<file path="src/include/spimsr_pkg.sv">
// constants, field positions and state types of the serial master/slave unit
//
// Functional notes
// - control: function enable b0, protocol select b24, master select b30.
// - control: mode fault detect enable b14, error irq b16, rx-full irq b17.
// - control: tx-empty irq enable at b20 gates the tx-empty request.
// - standard protocol: select polarity 0 is active low, 1 active high.
// - frame protocol: polarity meaning inverted, 0 active high, 1 active low.
// - status: overrun b8, idle b9, mode fault b10.
// - status: parity b11, underrun b12, tx-empty b13.
// - status: comm end b14, rx-full b15, plus separate rx-data-ready flag.
// - data control b3 picks received or transmit data on data read.
// - master negate delay is code plus one serial clocks, 1 to 8.
// - frame-protocol slave negate delay counts peripheral clocks, code plus one.
// - next-access delay is code plus one serial clocks, counting only those that end after its first five clocks.
// - command bits 26..24 choose the select line asserted for that command.
// - next-access enable 0 gives one serial clock, the first one that ends after five clocks.
// - negate enable 0 gives one serial clock (master) or one clock (frame-protocol slave); a standard-protocol slave has no negate delay.
// - clock delay enable 0: one serial clock standard, zero frame protocol.
// - clock delay enable 1 uses the clock delay register value.
// - slave mode: select 0 is input, lines 1 to 3 left undriven.
// - master runs up to eight commands in turn, then loops back.
`default_nettype none
package spimsr_pkg;
	// ************************************************
	// register word addresses
	// ************************************************
	localparam logic [4:0] ADDR_CONTROL = 5'h00;
	localparam logic [4:0] ADDR_STATUS = 5'h01;
	localparam logic [4:0] ADDR_DATA_CONTROL = 5'h02;
	localparam logic [4:0] ADDR_POLARITY = 5'h03;
	localparam logic [4:0] ADDR_NEGATE_DELAY = 5'h04;
	localparam logic [4:0] ADDR_NEXT_DELAY = 5'h05;
	localparam logic [4:0] ADDR_CLOCK_DELAY = 5'h06;
	localparam logic [4:0] ADDR_DATA = 5'h07;
	localparam logic [4:0] ADDR_SEQ_LAST = 5'h08;
	localparam logic [4:0] ADDR_CMD_BASE = 5'h10;
	// ************************************************
	// field positions
	// ************************************************
	localparam int unsigned CTL_ENABLE = 0;
	localparam int unsigned CTL_MODE_FAULT_FLAG_EN = 14;
	localparam int unsigned CTL_ERR_IE = 16;
	localparam int unsigned CTL_RXF_IE = 17;
	localparam int unsigned CTL_TXE_IE = 20;
	localparam int unsigned CTL_PROTOCOL = 24;
	localparam int unsigned CTL_MASTER = 30;
	localparam int unsigned STS_RX_READY = 0;
	localparam int unsigned STS_OVERRUN = 8;
	localparam int unsigned STS_IDLE = 9;
	localparam int unsigned STS_MODE_FAULT_FLAG = 10;
	localparam int unsigned STS_PARITY = 11;
	localparam int unsigned STS_UNDERRUN = 12;
	localparam int unsigned STS_TXE = 13;
	localparam int unsigned STS_COMM_END = 14;
	localparam int unsigned STS_RXF = 15;
	localparam int unsigned DCR_READBACK = 3;
	localparam int unsigned CMD_CPHA = 0;
	localparam int unsigned CMD_CPOL = 1;
	localparam int unsigned CMD_RATE_LSB = 4;
	localparam int unsigned CMD_LSB_FIRST = 12;
	localparam int unsigned CMD_CLKD_EN = 13;
	localparam int unsigned CMD_NEGD_EN = 14;
	localparam int unsigned CMD_NEXTD_EN = 15;
	localparam int unsigned CMD_LEN_LSB = 16;
	localparam int unsigned CMD_SEL_LSB = 24;
	// ************************************************
	// reset values and timing counts
	// ************************************************
	localparam logic [31:0] CONTROL_RESET = 32'h0000_0000;
	localparam logic [31:0] CMD_RESET = 32'h0007_0000;
	localparam logic [3:0] POLARITY_RESET = 4'h0;
	localparam logic [2:0] DELAY_RESET = 3'h0;
	localparam logic [2:0] NEXT_EXTRA_PCLK = 3'h5;
	localparam logic [3:0] ONE_UNIT = 4'h1;
	typedef enum logic [2:0] {SM_IDLE, SM_LEAD, SM_SHIFT, SM_LAG, SM_NEXT} spimsr_state_type;
endpackage
`default_nettype wire

</file>
<file path="src/core/spimsr_core.sv">
// serial master/slave unit: register port, sequencer, shifter and pins
//
// The plain strobed port and the address map were decided locally.
`default_nettype none
module spimsr_core import spimsr_pkg::*; #(
	parameter int unsigned NUM_CMDS = 8
) (
	input wire logic clock_i,
	input wire logic rst_n_i,
	input wire logic [4:0] addr_i,
	input wire logic [31:0] wdata_i,
	input wire logic wr_i,
	input wire logic rd_i,
	output logic [31:0] rdata_o,
	input wire logic sclk_i,
	output logic sclk_o,
	output logic sclk_oe_o,
	input wire logic mosi_i,
	output logic mosi_o,
	output logic mosi_oe_o,
	input wire logic miso_i,
	output logic miso_o,
	output logic miso_oe_o,
	input wire logic [3:0] sel_i,
	output logic [3:0] sel_o,
	output logic [3:0] sel_oe_o,
	output logic irq_rx_o,
	output logic irq_tx_o,
	output logic irq_err_o
);
	// ************************************************
	// helpers
	// ************************************************
	function automatic logic [3:0] plus1(input logic [2:0] c);
		return {1'b0, c} + ONE_UNIT;
	endfunction

	logic [31:0] ctl_q, tx_buf_q, rx_buf_q, cur_q, tx_sh_q, rx_sh_q, rdata_q;
	logic [31:0] cmd_q [NUM_CMDS];
	logic [3:0] pol_q, s1_q, s2_q, s3_q, stab_q, sel_q, sel_oe_q;
	logic [2:0] negd_q, nextd_q, ckd_q, seq_last_q, idx_q, pcnt_q;
	logic [3:0] cnt_q;
	logic [7:0] div_q;
	logic [5:0] edge_q;
	logic readback_q, phase_q, sclk_q, sclk_prev_q;
	logic txe_q, rxf_q, ovr_q, mode_fault_flag_q, udr_q, cend_q;
	logic sclk_oe_q, mosi_q, mosi_oe_q, miso_q, miso_oe_q, irq_rx_q, irq_tx_q, irq_err_q;
	spimsr_state_type st_q;

	logic master_en, slave_en, ssp, sel_in_act, half_tick, bit_tick, cnt_tick;
	logic edge_ev, sample_ev, shift_ev, last_edge, rx_bit, out_bit, start, start_s;
	logic data_rd, busy_sel;
	logic [4:0] len_m1;
	logic [31:0] cmdw, rx_nx;
	logic [3:0] lead_w, lag_w, next_w;

	// ************************************************
	// input synchronisers
	// ************************************************
	always_ff @(posedge clock_i or negedge rst_n_i) begin
		if (!rst_n_i) begin
			s1_q <= 4'h0;
			s2_q <= 4'h0;
			s3_q <= 4'h0;
			stab_q <= 4'h0;
			sclk_prev_q <= 1'b0;
		end else begin
			s1_q <= {sel_i[0], mosi_i, miso_i, sclk_i};
			s2_q <= s1_q;
			s3_q <= s2_q;
			for (int k = 0; k < 4; k++) begin
				if (s2_q[k] == s3_q[k]) begin
					stab_q[k] <= s3_q[k];
				end
			end
			sclk_prev_q <= stab_q[0];
		end
	end

	// ************************************************
	// decode of mode, command and delays
	// ************************************************
	always_comb begin
		master_en = ctl_q[CTL_ENABLE] & ctl_q[CTL_MASTER];
		slave_en = ctl_q[CTL_ENABLE] & ~ctl_q[CTL_MASTER];
		ssp = ctl_q[CTL_PROTOCOL];
		sel_in_act = stab_q[3] == (pol_q[0] ^ ssp);
		len_m1 = cur_q[CMD_LEN_LSB +: 5];
		half_tick = div_q == cur_q[CMD_RATE_LSB +: 8];
		bit_tick = half_tick & phase_q;
		cnt_tick = ctl_q[CTL_MASTER] ? bit_tick : 1'b1;
		cmdw = ctl_q[CTL_MASTER] ? cmd_q[idx_q] : cmd_q[0];
		start_s = st_q == SM_IDLE && slave_en && sel_in_act;
		start = (st_q == SM_IDLE && master_en && !txe_q) || start_s;
		if (cmdw[CMD_CLKD_EN]) begin
			lead_w = plus1(ckd_q);
		end else begin
			lead_w = ssp ? 4'h0 : ONE_UNIT;
		end
		if (cur_q[CMD_NEGD_EN]) begin
			lag_w = plus1(negd_q);
		end else begin
			lag_w = ONE_UNIT;
		end
		if (!ctl_q[CTL_MASTER] && !ssp) begin
			lag_w = 4'h0;
		end
		next_w = cur_q[CMD_NEXTD_EN] ? plus1(nextd_q) : ONE_UNIT;
		if (ctl_q[CTL_MASTER]) begin
			edge_ev = st_q == SM_SHIFT && half_tick;
			rx_bit = stab_q[1];
		end else begin
			edge_ev = st_q == SM_SHIFT && stab_q[0] != sclk_prev_q;
			rx_bit = stab_q[2];
		end
		sample_ev = edge_ev && edge_q[0] == cur_q[CMD_CPHA];
		shift_ev = edge_ev && edge_q[0] != cur_q[CMD_CPHA] && edge_q != 6'h00;
		last_edge = edge_ev && edge_q == {len_m1, 1'b1};
		out_bit = cur_q[CMD_LSB_FIRST] ? tx_sh_q[0] : tx_sh_q[len_m1];
		rx_nx = rx_sh_q;
		if (sample_ev) begin
			rx_nx = cur_q[CMD_LSB_FIRST] ? {rx_bit, rx_sh_q[31:1]} : {rx_sh_q[30:0], rx_bit};
		end
		data_rd = rd_i && addr_i == ADDR_DATA && !readback_q;
		busy_sel = st_q == SM_LEAD || st_q == SM_SHIFT || st_q == SM_LAG;
	end

	// ************************************************
	// sequencer and serial clock timing
	// ************************************************
	always_ff @(posedge clock_i or negedge rst_n_i) begin
		if (!rst_n_i) begin
			st_q <= SM_IDLE;
			cur_q <= CMD_RESET;
			cnt_q <= 4'h0;
			pcnt_q <= 3'h0;
			div_q <= 8'h00;
			phase_q <= 1'b0;
			sclk_q <= 1'b0;
			edge_q <= 6'h00;
			idx_q <= 3'h0;
		end else if (!ctl_q[CTL_ENABLE]) begin
			st_q <= SM_IDLE;
			idx_q <= 3'h0;
			sclk_q <= cur_q[CMD_CPOL];
		end else begin
			if (st_q != SM_IDLE) begin
				div_q <= half_tick ? 8'h00 : div_q + 8'h01;
				if (half_tick) begin
					phase_q <= ~phase_q;
				end
			end
			unique case (st_q)
				SM_IDLE: begin
					if (start) begin
						cur_q <= cmdw;
						edge_q <= 6'h00;
						div_q <= 8'h00;
						phase_q <= 1'b0;
						sclk_q <= cmdw[CMD_CPOL];
						cnt_q <= lead_w;
						st_q <= (ctl_q[CTL_MASTER] && lead_w != 4'h0) ? SM_LEAD : SM_SHIFT;
					end
				end
				SM_LEAD: begin
					if (bit_tick) begin
						cnt_q <= cnt_q - 4'h1;
						if (cnt_q == 4'h1) begin
							st_q <= SM_SHIFT;
						end
					end
				end
				SM_SHIFT: begin
					if (ctl_q[CTL_MASTER] && half_tick) begin
						sclk_q <= ~sclk_q;
					end
					if (edge_ev) begin
						edge_q <= edge_q + 6'h01;
					end
					if (!ctl_q[CTL_MASTER] && !sel_in_act) begin
						st_q <= SM_IDLE;
					end else if (last_edge) begin
						div_q <= 8'h00;
						phase_q <= 1'b0;
						cnt_q <= lag_w;
						st_q <= lag_w == 4'h0 ? SM_IDLE : SM_LAG;
					end
				end
				SM_LAG: begin
					if (cnt_tick) begin
						cnt_q <= cnt_q - 4'h1;
						if (cnt_q == 4'h1) begin
							cnt_q <= next_w;
							pcnt_q <= NEXT_EXTRA_PCLK;
							st_q <= ctl_q[CTL_MASTER] ? SM_NEXT : SM_IDLE;
						end
					end
				end
				SM_NEXT: begin
					if (pcnt_q != 3'h0) begin
						pcnt_q <= pcnt_q - 3'h1;
					end else if (bit_tick) begin
						cnt_q <= cnt_q - 4'h1;
						if (cnt_q == 4'h1) begin
							st_q <= SM_IDLE;
							idx_q <= idx_q == seq_last_q ? 3'h0 : idx_q + 3'h1;
						end
					end
				end
			endcase
		end
	end

	// ************************************************
	// shifter
	// ************************************************
	always_ff @(posedge clock_i or negedge rst_n_i) begin
		if (!rst_n_i) begin
			tx_sh_q <= 32'h0000_0000;
			rx_sh_q <= 32'h0000_0000;
		end else if (start) begin
			tx_sh_q <= tx_buf_q;
			rx_sh_q <= 32'h0000_0000;
		end else begin
			if (shift_ev) begin
				tx_sh_q <= cur_q[CMD_LSB_FIRST] ? tx_sh_q >> 1 : tx_sh_q << 1;
			end
			rx_sh_q <= rx_nx;
		end
	end

	// ************************************************
	// registers and status
	// ************************************************
	// a data write wins over the load that empties the buffer, so no word is lost
	always_ff @(posedge clock_i or negedge rst_n_i) begin
		if (!rst_n_i) begin
			ctl_q <= CONTROL_RESET;
			pol_q <= POLARITY_RESET;
			negd_q <= DELAY_RESET;
			nextd_q <= DELAY_RESET;
			ckd_q <= DELAY_RESET;
			seq_last_q <= 3'h7;
			readback_q <= 1'b0;
			tx_buf_q <= 32'h0000_0000;
			rx_buf_q <= 32'h0000_0000;
			for (int i = 0; i < NUM_CMDS; i++) begin
				cmd_q[i] <= CMD_RESET;
			end
			txe_q <= 1'b1;
			rxf_q <= 1'b0;
			ovr_q <= 1'b0;
			mode_fault_flag_q <= 1'b0;
			udr_q <= 1'b0;
			cend_q <= 1'b0;
		end else begin
			if (wr_i) begin
				unique case (addr_i)
					ADDR_CONTROL: ctl_q <= wdata_i;
					ADDR_DATA_CONTROL: readback_q <= wdata_i[DCR_READBACK];
					ADDR_POLARITY: pol_q <= wdata_i[3:0];
					ADDR_NEGATE_DELAY: negd_q <= wdata_i[2:0];
					ADDR_NEXT_DELAY: nextd_q <= wdata_i[2:0];
					ADDR_CLOCK_DELAY: ckd_q <= wdata_i[2:0];
					ADDR_SEQ_LAST: seq_last_q <= wdata_i[2:0];
					ADDR_STATUS: begin
						ovr_q <= ovr_q & wdata_i[STS_OVERRUN];
						mode_fault_flag_q <= mode_fault_flag_q & wdata_i[STS_MODE_FAULT_FLAG];
						udr_q <= udr_q & wdata_i[STS_UNDERRUN];
						cend_q <= cend_q & wdata_i[STS_COMM_END];
					end
					default: begin
						if (addr_i[4] && addr_i[3:0] < 4'(NUM_CMDS)) begin
							cmd_q[addr_i[2:0]] <= wdata_i;
						end
					end
				endcase
			end
			if (start) begin
				txe_q <= 1'b1;
			end
			if (wr_i && addr_i == ADDR_DATA) begin
				tx_buf_q <= wdata_i;
				txe_q <= 1'b0;
			end
			if (data_rd) begin
				rxf_q <= 1'b0;
			end
			if (last_edge) begin
				rxf_q <= 1'b1;
				if (rxf_q && !data_rd) begin
					ovr_q <= 1'b1;
				end else begin
					rx_buf_q <= cur_q[CMD_LSB_FIRST] ? rx_nx >> (5'd31 - len_m1) : rx_nx;
				end
			end
			if (start_s && txe_q) begin
				udr_q <= 1'b1;
			end
			if (master_en && ctl_q[CTL_MODE_FAULT_FLAG_EN] && sel_in_act) begin
				mode_fault_flag_q <= 1'b1;
				ctl_q[CTL_ENABLE] <= 1'b0;
			end
			if ((st_q == SM_NEXT && ctl_q[CTL_ENABLE] && pcnt_q == 3'h0 && bit_tick
			    && cnt_q == 4'h1 || !ctl_q[CTL_MASTER] && last_edge) && txe_q) begin
				cend_q <= 1'b1;
			end
		end
	end

	// ************************************************
	// read port, pins and requests
	// ************************************************
	always_ff @(posedge clock_i or negedge rst_n_i) begin
		if (!rst_n_i) begin
			rdata_q <= 32'h0000_0000;
		end else begin
			rdata_q <= 32'h0000_0000;
			if (rd_i) begin
				unique case (addr_i)
					ADDR_CONTROL: rdata_q <= ctl_q;
					ADDR_STATUS: begin
						rdata_q[STS_RX_READY] <= rxf_q;
						rdata_q[STS_OVERRUN] <= ovr_q;
						rdata_q[STS_IDLE] <= st_q == SM_IDLE;
						rdata_q[STS_MODE_FAULT_FLAG] <= mode_fault_flag_q;
						rdata_q[STS_PARITY] <= 1'b0;
						rdata_q[STS_UNDERRUN] <= udr_q;
						rdata_q[STS_TXE] <= txe_q;
						rdata_q[STS_COMM_END] <= cend_q;
						rdata_q[STS_RXF] <= rxf_q;
					end
					ADDR_DATA_CONTROL: rdata_q[DCR_READBACK] <= readback_q;
					ADDR_POLARITY: rdata_q[3:0] <= pol_q;
					ADDR_NEGATE_DELAY: rdata_q[2:0] <= negd_q;
					ADDR_NEXT_DELAY: rdata_q[2:0] <= nextd_q;
					ADDR_CLOCK_DELAY: rdata_q[2:0] <= ckd_q;
					ADDR_SEQ_LAST: rdata_q[2:0] <= seq_last_q;
					ADDR_DATA: rdata_q <= readback_q ? tx_buf_q : rx_buf_q;
					default: begin
						if (addr_i[4] && addr_i[3:0] < 4'(NUM_CMDS)) begin
							rdata_q <= cmd_q[addr_i[2:0]];
						end
					end
				endcase
			end
		end
	end

	// miso is sampled through the synchroniser, so keep the half period at five clocks or more
	always_ff @(posedge clock_i or negedge rst_n_i) begin
		if (!rst_n_i) begin
			sel_q <= 4'hf;
			sel_oe_q <= 4'h0;
			sclk_oe_q <= 1'b0;
			mosi_q <= 1'b0;
			mosi_oe_q <= 1'b0;
			miso_q <= 1'b0;
			miso_oe_q <= 1'b0;
			irq_rx_q <= 1'b0;
			irq_tx_q <= 1'b0;
			irq_err_q <= 1'b0;
		end else begin
			for (int i = 0; i < 4; i++) begin
				if (master_en && busy_sel && cur_q[CMD_SEL_LSB +: 3] == 3'(i)) begin
					sel_q[i] <= pol_q[i] ^ ssp;
				end else begin
					sel_q[i] <= ~(pol_q[i] ^ ssp);
				end
			end
			sel_oe_q <= master_en ? 4'hf : 4'h0;
			sclk_oe_q <= master_en;
			mosi_q <= out_bit;
			mosi_oe_q <= master_en;
			miso_q <= out_bit;
			miso_oe_q <= slave_en && (st_q == SM_SHIFT || st_q == SM_LAG);
			irq_rx_q <= rxf_q & ctl_q[CTL_RXF_IE];
			irq_tx_q <= txe_q & ctl_q[CTL_TXE_IE];
			irq_err_q <= (ovr_q | mode_fault_flag_q | udr_q) & ctl_q[CTL_ERR_IE];
		end
	end

	assign rdata_o = rdata_q;
	assign sclk_o = sclk_q;
	assign sclk_oe_o = sclk_oe_q;
	assign mosi_o = mosi_q;
	assign mosi_oe_o = mosi_oe_q;
	assign miso_o = miso_q;
	assign miso_oe_o = miso_oe_q;
	assign sel_o = sel_q;
	assign sel_oe_o = sel_oe_q;
	assign irq_rx_o = irq_rx_q;
	assign irq_tx_o = irq_tx_q;
	assign irq_err_o = irq_err_q;

	// ************************************************
	// checks
	// ************************************************
	AST_SLAVE_HIZ: assert property (@(posedge clock_i) disable iff (!rst_n_i)
		!ctl_q[CTL_MASTER] |=> sel_oe_o == 4'h0) else $error("select driven in slave mode");
	AST_NEXT_MIN: assert property (@(posedge clock_i) disable iff (!rst_n_i)
		st_q == SM_LAG ##1 st_q == SM_NEXT |-> (st_q == SM_NEXT || !ctl_q[CTL_ENABLE])[*5])
		else $error("next-access delay too short");
	AST_TXE_CLR: assert property (@(posedge clock_i) disable iff (!rst_n_i)
		wr_i && addr_i == ADDR_DATA |=> !txe_q) else $error("tx empty not cleared");
	AST_RXF_SET: assert property (@(posedge clock_i) disable iff (!rst_n_i)
		last_edge |=> rxf_q) else $error("rx full not set at frame end");
	AST_OVR_SET: assert property (@(posedge clock_i) disable iff (!rst_n_i)
		last_edge && rxf_q && !data_rd |=> ovr_q) else $error("overrun missed");
	AST_IRQ_RX: assert property (@(posedge clock_i) disable iff (!rst_n_i)
		!ctl_q[CTL_RXF_IE] ##1 !ctl_q[CTL_RXF_IE] |-> !irq_rx_o) else $error("masked rx request");
	AST_STATUS_RD: assert property (@(posedge clock_i) disable iff (!rst_n_i)
		rd_i && addr_i == ADDR_STATUS |=> rdata_o[STS_TXE] == $past(txe_q)
		&& rdata_o[STS_RXF] == $past(rxf_q)) else $error("status read mismatch");
	AST_MODE_FAULT_FLAG_OFF: assert property (@(posedge clock_i) disable iff (!rst_n_i)
		master_en && ctl_q[CTL_MODE_FAULT_FLAG_EN] && sel_in_act && !wr_i |=> !ctl_q[CTL_ENABLE] && mode_fault_flag_q)
		else $error("mode fault did not disable");
	AST_SSP_LEAD: assert property (@(posedge clock_i) disable iff (!rst_n_i)
		st_q == SM_IDLE && start && ctl_q[CTL_MASTER] && ssp && !cmdw[CMD_CLKD_EN]
		|=> st_q == SM_SHIFT) else $error("frame protocol lead not zero");
endmodule
`default_nettype wire

</file>
<file path="config.mk">
export PLATFORM = sky130hd
export DESIGN_NAME = spimsr_core
export DESIGN_NICKNAME = d
export VERILOG_FILES = /design/src/include/spimsr_pkg.sv /design/src/core/spimsr_core.sv
export SDC_FILE = /design/constraint.sdc
export NUM_CORES = 1
export LEC_CHECK = 0
export BUFFER_PORTS_ARGS = -buffer_cell sky130_fd_sc_hd__buf_2
export CAP_MARGIN = 0
export CELL_PAD_IN_SITES_DETAIL_PLACEMENT = 0
export CELL_PAD_IN_SITES_GLOBAL_PLACEMENT = 1
export CORE_AREA = 2 2 346 348
export CTS_CLUSTER_SIZE = 30
export DETAILED_ROUTE_END_ITERATION = 10
export DIE_AREA = 0 0 348 350
export PLACE_DENSITY_LB_ADDON = 0.1
export SYNTH_ARGS = -nofsm -noshare
export SYNTH_HDL_FRONTEND = slang
export SYNTH_SLANG_ARGS = --single-unit
</file>
<file path="constraint.sdc">
create_clock -name clock_i -period 2.9 [get_ports clock_i]
set_input_delay 0.58 -clock clock_i [delete_from_list [all_inputs] [get_ports clock_i]]
set_output_delay 0.58 -clock clock_i [all_outputs]
set_load 0.02 [all_outputs]
</file>
==> results of run 1 <==
flip-flops by register name (all words and copies together) (netlist names), 4 cells and up:
signal and count:
cnt_q 4, cmd_q 256, rdata_o 32, ctl_q 32, tx_buf_q 32, rx_buf_q 32
cur_q 21, stab_q 4, rx_sh_q 32, pol_q 4, div_q 8, edge_q 6
s2_q 4, tx_sh_q 32, sel_o 4, s1_q 4, s3_q 4
final timing paths:
path | from | to | slack (ps) | cells after the start
worst min register to register | s1_q[0] | s2_q[0] | 350 | 0
worst max register to register | div_q[2] | rx_buf_q[7] | -170 | 11
max in group asynchronous | rst_n_i | idx_q[0] | 1340 | 3
min in group asynchronous | rst_n_i | sel_oe_o[2] | 510 | 2
worst min-delay path | mosi_i | s1_q[2] | 70 | 1
worst max-delay path | div_q[2] | rx_buf_q[7] | -170 | 11
routing by layer:
| metal | up-vias | wire (µm) |
|---|---|---|
| li1 | 9626 | - |
| met1 | 11300 | 51200 |
| met2 | 399 | 51500 |
| met3 | 144 | 3740 |
| met4 | 6 | 2460 |
| met5 | - | 35 |
what timing repair did:
item,in CTS,in global routing
setup endpoints to repair,31,42
resized for setup,75,68
gates cloned,3,0
pin swaps,29,32
hold buffers,1,0
hold endpoints to repair,23,0
setup buffers,13,6
logic make-up (layout without fill, tap and decap cells):
kind of cell             count (synthesis)  after routing  share of synthesized area
buffers and inverters                  237            565                     0.0333
multiplexers                           689            689                      0.313
flip-flops                             548            548                      0.468
other                                    0              7                          0
adder cells (fa/ha/maj)                 16             16                    0.00648
XOR/XNOR                                36             36                     0.0107
AND/OR/NAND/NOR                        506            506                     0.0782
AO/OA/AOI/OAI                          415            415                     0.0903
report_power, final:
group | switching, mW | internal (mW) | leakage (nW) | total, mW
Sequential | 1.18 | 9.16 | 6.88 | 10.3
Combinational | 4.63 | 4.08 | 7.36 | 8.71
Clock | 3.70 | 5.89 | 1.24 | 9.58
critical path, cell delays in order, from the launching register on:
cell and delay (ps):
dfrtp_1 410, xnor2_2 190, nand4_1 130, buf_6 150, nor3_4 200, o21a_4 240
buf_12 170, mux4_2 360, mux4_2 570, buf_4 180, a221oi_2 230, a31oi_1 110
metrics by stage:
| step | area, µm² | setup TNS, ps | hold WS [ps] | power [mW] |
|---|---|---|---|---|
| 4_1_cts | 36700 | -2680 | 19.0 | 28.9 |
| 6_report | 37100 | -1620 | 68.7 | 28.6 |
| 5_1_grt | 37100 | -4410 | 25.8 | 30.2 |
| 3_3_place_gp | 33700 | -6140 | 333 | 18.6 |
| 2_1_floorplan | 29400 | -1670 | 284 | 15.0 |
| 3_5_place_dp | 33700 | -7670 | 336 | 18.7 |
synthesized netlist by cell type, drive strengths merged, types with 3 or more instances:
cell type	number	area [µm²]
mux2i	162	1620
mux2	383	4310
a21oi	73	365
and3	7	43.8
o2bb2ai	4	35.0
dfstp	35	920
xnor2	22	193
a31oi	16	100
nand2	205	769
nor3	20	116
o211a	3	30.0
a221oi	10	87.6
inv	21	78.8
a32oi	3	26.3
o211ai	23	173
ha	12	150
nand3	26	130
nand4	11	68.8
and4	3	26.3
a41oi	5	43.8
nor3b	8	71.3
a2bb2oi	6	52.6
dfrtp	513	12800
or3	10	62.6
nand2b	16	100
a222oi	9	90.1
maj3	4	40.0
a211o	3	26.3
mux4	144	3240
o221ai	32	280
nor4	4	25.0
o21a	6	45.0
a21boi	3	22.5
o22ai	16	100
nor2	142	533
and2	36	225
nand3b	4	30.0
nor2b	10	62.6
xor2	14	123
buf	92	433
clkbuf	124	465
a211oi	9	67.6
o21ai	161	810
a22oi	4	30.0
cell type report:
cell class	instances	area, µm²	share of cell area
Sequential cell	548	13800	0.371
Clock buffer	105	2080	0.0560
Inverter	21	78.8	0.00212
Timing Repair Buffer	413	3410	0.0919
Antenna cell	7	17.5	0.000472
Multi-Input combinational cell	1662	15400	0.415
Tap cell	1536	1920	0.0518
Clock inverter	26	450	0.0121
==> results.yml, run 1 <==
yosys:
  yosysSeqAreaShare: 0.468
  synthCells: 2447
  ys_warn_count: 0
  yosys_most_used_dff: "dfrtp_1"
  synth-async-reset-ratio: 1.00
  netlist_area_um2: 29400
  ys_types: 76
  syn-num-nets: 2507
  synth-seq-cells: 548
  synth_edf_count: 0
  avgSynthCellArea_um2: 12.0
power:
  vdd_drop_max_v: 0.000418
  leakage_nw: 15.5
  p_per_area_nw_per_um2: 772
die:
  die-area_um2: 122000
  start_util: 0.249
  io_pins: 97
  die_y_um: 350
  rows: 126
  core_um2: 118000
  die_w_um: 348
detailed_routing:
  vias: 21400
  dr.pass1.iters: 5
  ant_nets: 0
  finalWirelength_um: 109000
  wire_per_inst_um: 25.2
  avgViaCountPerCell: 4.96
  drt_iter0_drc: 1275
  drc: 0
status:
  outcome: "complete, but fails checks"
  violations: "setup timing"
timing:
  layout_setup_ws_ps: -167
  fin_crit_ps: 3070
  finalMaxSlewViolations: 0
  rsz0062_at_grt: "true"
  max_slew.worst_pin.slew_ps: 846
  post-route-period-util: 1.06
  finClkSkew_ps: 39.6
  fmax_ghz: 0.326
  max_slew_margin: 0.430
  setup_violations: 21
  hold_viol: 0
cells_and_area:
  utilization: 0.315
  final_common_cell: "dfrtp_1"
  fin_nets: 2777
  area_growth_syn_to_layout_pct: 26.3
  drive_above_1_share: 0.433
  fillers: 11800
  layout_common_cells: "dfrtp_1, mux2_2, buf_4"
  fin_cells: 4318
worst_setup_path:
  critPathKind: "reg2reg"
  critPathMaxFanout: 7
  crit_path_start_kind: "register"
  cp-end-kind: "register"
  cp_data_required_time_ps: 3420
  cp_data_arrival_time_ps: 3590
placement:
  place_ws_ps: -390
  numPortBuffers: 93
  hpwlAfterDp_um: 77000
  place.gp.congestion: 0.883
  dp.cells: 4160
global_route:
  grt_pass1_wl_um: 162000
  antenna_found_initial: 15
  grt.overflow.total: 0
  use_met3: 0.0237
  grt_pass1_vias: 22800
  grt.busiest_layer: "met2"
  use_met2: 0.294
  use_met1: 0.250
  grt_max_degree: 113
  grt_usage: 0.179
clocking:
  clock_sinks: 548
  root_buffer: "clkbuf_16"
  clock_latency_ps: 650
  clockBufferDepth: 3
  htree_num_levels: 3
  clk_pin_slew_ps: 60
  numCtsBuffers: 71
  tritoncts: "built"
job:
  max-cap-violations: 0
worst_hold_path:
  hp-class: "in2reg"
Note: power is estimated with default switching activity, not from simulation.
==> run 2, diff against run 1 <==
Settings changed: CORE_AREA 2 2 346 348 to 3 3 347 349, DIE_AREA 0 0 348 350 to 0 0 350 352, SLEW_MARGIN set to 10.
==> run 2 against run 1 <==
Effect of this change:
- flip-flop and latch count did not move
- design area fell by 0.82%
- die area rose by 1.1%
- hold slack got worse by 2.3 ps
- core utilization fell by 0.26 points
- the run still ends with setup timing left
- sequential share of layout area rose by 0.31 points
- maximum frequency rose by 0.56%
==> results.yml, run 2 (synthesis gave the netlist of run 1 again) <==
detailed_routing:
  vias: 21300
  drc: 0
  ant_nets: 0
  avgViaCountPerCell: 4.96
  wire_per_inst_um: 25.3
  drt_iter0_drc: 1193
  finalWirelength_um: 109000
  dr.pass1.iters: 7
clocking:
  clock_sinks: 548
  htree_num_levels: 3
  numCtsBuffers: 72
  clockBufferDepth: 3
  root_buffer: "clkbuf_16"
  clk_pin_slew_ps: 60
  clock_latency_ps: 630
  tritoncts: "built"
global_route:
  grt_pass1_wl_um: 161000
  grt_max_degree: 79
  antenna_found_initial: 16
  grt.overflow.total: 0
  grt_usage: 0.175
  grt_pass1_vias: 22500
timing:
  finClkSkew_ps: 28.9
  layout_setup_ws_ps: -150
  max_slew_margin: 0.528
  fin_crit_ps: 3050
  post-route-period-util: 1.05
  setup_violations: 14
  fmax_ghz: 0.328
  max_slew.worst_pin.slew_ps: 700
  rsz0062_at_grt: "true"
  finalMaxSlewViolations: 0
  holdWs_ps: 66.3
  hold_viol: 0
worst_setup_path:
  crit_path_start_kind: "register"
  path_delay_family: "multiplexers"
  crit_buf_inv: 1
  critPathKind: "reg2reg"
  crit_path_top_delay_cell: "mux4_2"
  cp_data_required_time_ps: 3400
  critical_path.max_stage_delay_ps: 610
  cp_data_arrival_time_ps: 3550
  critPathMaxFanout: 15
  cpMostUsedCell: "mux4_2"
  cp-end-kind: "register"
  path_cells: "xnor2_2 -> nand4_1 -> nor3_4 -> o21a_4 -> buf_12 -> mux4_2 -> mux4_2 -> mux2i_1 -> o221ai_1 -> o21a_1"
  worst-r2r-setup-slack_ps: -150
status:
  outcome: "complete, but fails checks"
  violations: "setup timing"
job:
  max-cap-violations: 0
cells_and_area:
  drive_above_1_share: 0.425
  fin_nets: 2766
  top_register: "cmd_q"
  layout_common_cells: "dfrtp_1, mux2_2, buf_4"
  area_growth_syn_to_layout_pct: 25.3
  largest_reg_flops: 256
  stdcell_area_um2: 36800
  final_common_cell: "dfrtp_1"
placement:
  hpwlAfterDp_um: 77500
  numPortBuffers: 93
  placed_area_um2: 33700
  place.gp.congestion: 0.870
worst_hold_path:
  hp-class: "in2reg"
power:
  leakage_nw: 15.3
  p_per_area_nw_per_um2: 758
  vdd_drop_max_v: 0.000373
die:
  io_pins: 97
  core_um2: 118000
  die_w_um: 350
  die_y_um: 352
  start_util: 0.249
  rows: 126
  die-area_um2: 123000
==> run 2: cell types whose count changed in the layout (fill, tap and decap cells not counted), moves of 8 or more <==
cell	delta
clkbuf_8	+9
bufinv_16	-9
buf_12	+8
buf_4	-17
==> run 2: layer usage <==
| layer | vias to the layer above | track usage | part of all wire |
|---|---|---|---|
| met2 | 387 | 0.282 | 0.47 |
| met3 | 130 | 0.0250 | 0.035 |
| li1 | 9623 | - | - |
| met4 | 8 | 0.0397 | 0.020 |
| met5 | - | 0 | 0.00062 |
| met1 | 11200 | 0.249 | 0.48 |
==> run 2: layout make-up <==
class / count / area, µm²
fill: 11900 / 81000
clock inverter: 13 / 119
antenna: 1 / 2.50
inverter: 21 / 78.8
sequential: 548 / 13800
timing repair buffer: 401 / 3420
tap: 1536 / 1920
multi-input combinational: 1662 / 15300
clock buffer: 115 / 2220
==> run 2: what timing repair did <==
action | 4_1_cts | 5_1_grt
buffers inserted | 8 | 3
cloned | 2 | 0
pin swaps | 13 | 14
endpoints found under the setup margin | 31 | 36
hold buffers | 1 | 0
resized for setup | 49 | 66
endpoints found under the hold margin | 38 | 0
==> run 2: worst register-to-register path: cells and delay by family (launching register included) <==
kind            cells  cell delay (ps)
buf+inv             1              170
compound gates      3              480
simple gates        2              480
xor+xnor            1              170
mux                 3             1210
flops               1              420
==> run 2: report_power, final <==
group	internal [mW]	switching (mW)	total (mW)
Combinational	4.06	4.53	8.58
Sequential	9.16	1.24	10.4
Clock	5.33	3.59	8.92
Total	18.5	9.35	27.9
==> run 2: stage by stage <==
| stage | util | setup slack (ps) | std cells | power [mW] | setup TNS [ps] |
|---|---|---|---|---|---|
| floorplan | - | -160 | 2447 | 15.0 | -1670 |
| global placement | 0.286 | -300 | 4154 | 18.6 | -5360 |
| detailed placement | 0.286 | -270 | 4154 | 18.7 | -3640 |
| CTS | 0.309 | -127 | 4293 | 28.1 | -1030 |
| global route | 0.312 | -264 | 4297 | 29.5 | -4530 |
| finish | 0.312 | -150 | 4297 | 27.9 | -911 |
==> run 2: final timing paths <==
| path | from | endpoint | depth (start not counted) |
|---|---|---|---|
| worst max-delay path | cur_q[11] | rx_buf_q[23] | 10 |
| worst min-delay path | sel_i[0] | s1_q[3] | 1 |
| worst max register to register | cur_q[11] | rx_buf_q[23] | 10 |
| worst min register to register | s1_q[0] | s2_q[0] | 0 |
| max in group asynchronous | rst_n_i | txe_q | 3 |
| min in group asynchronous | rst_n_i | s2_q[0] | 2 |
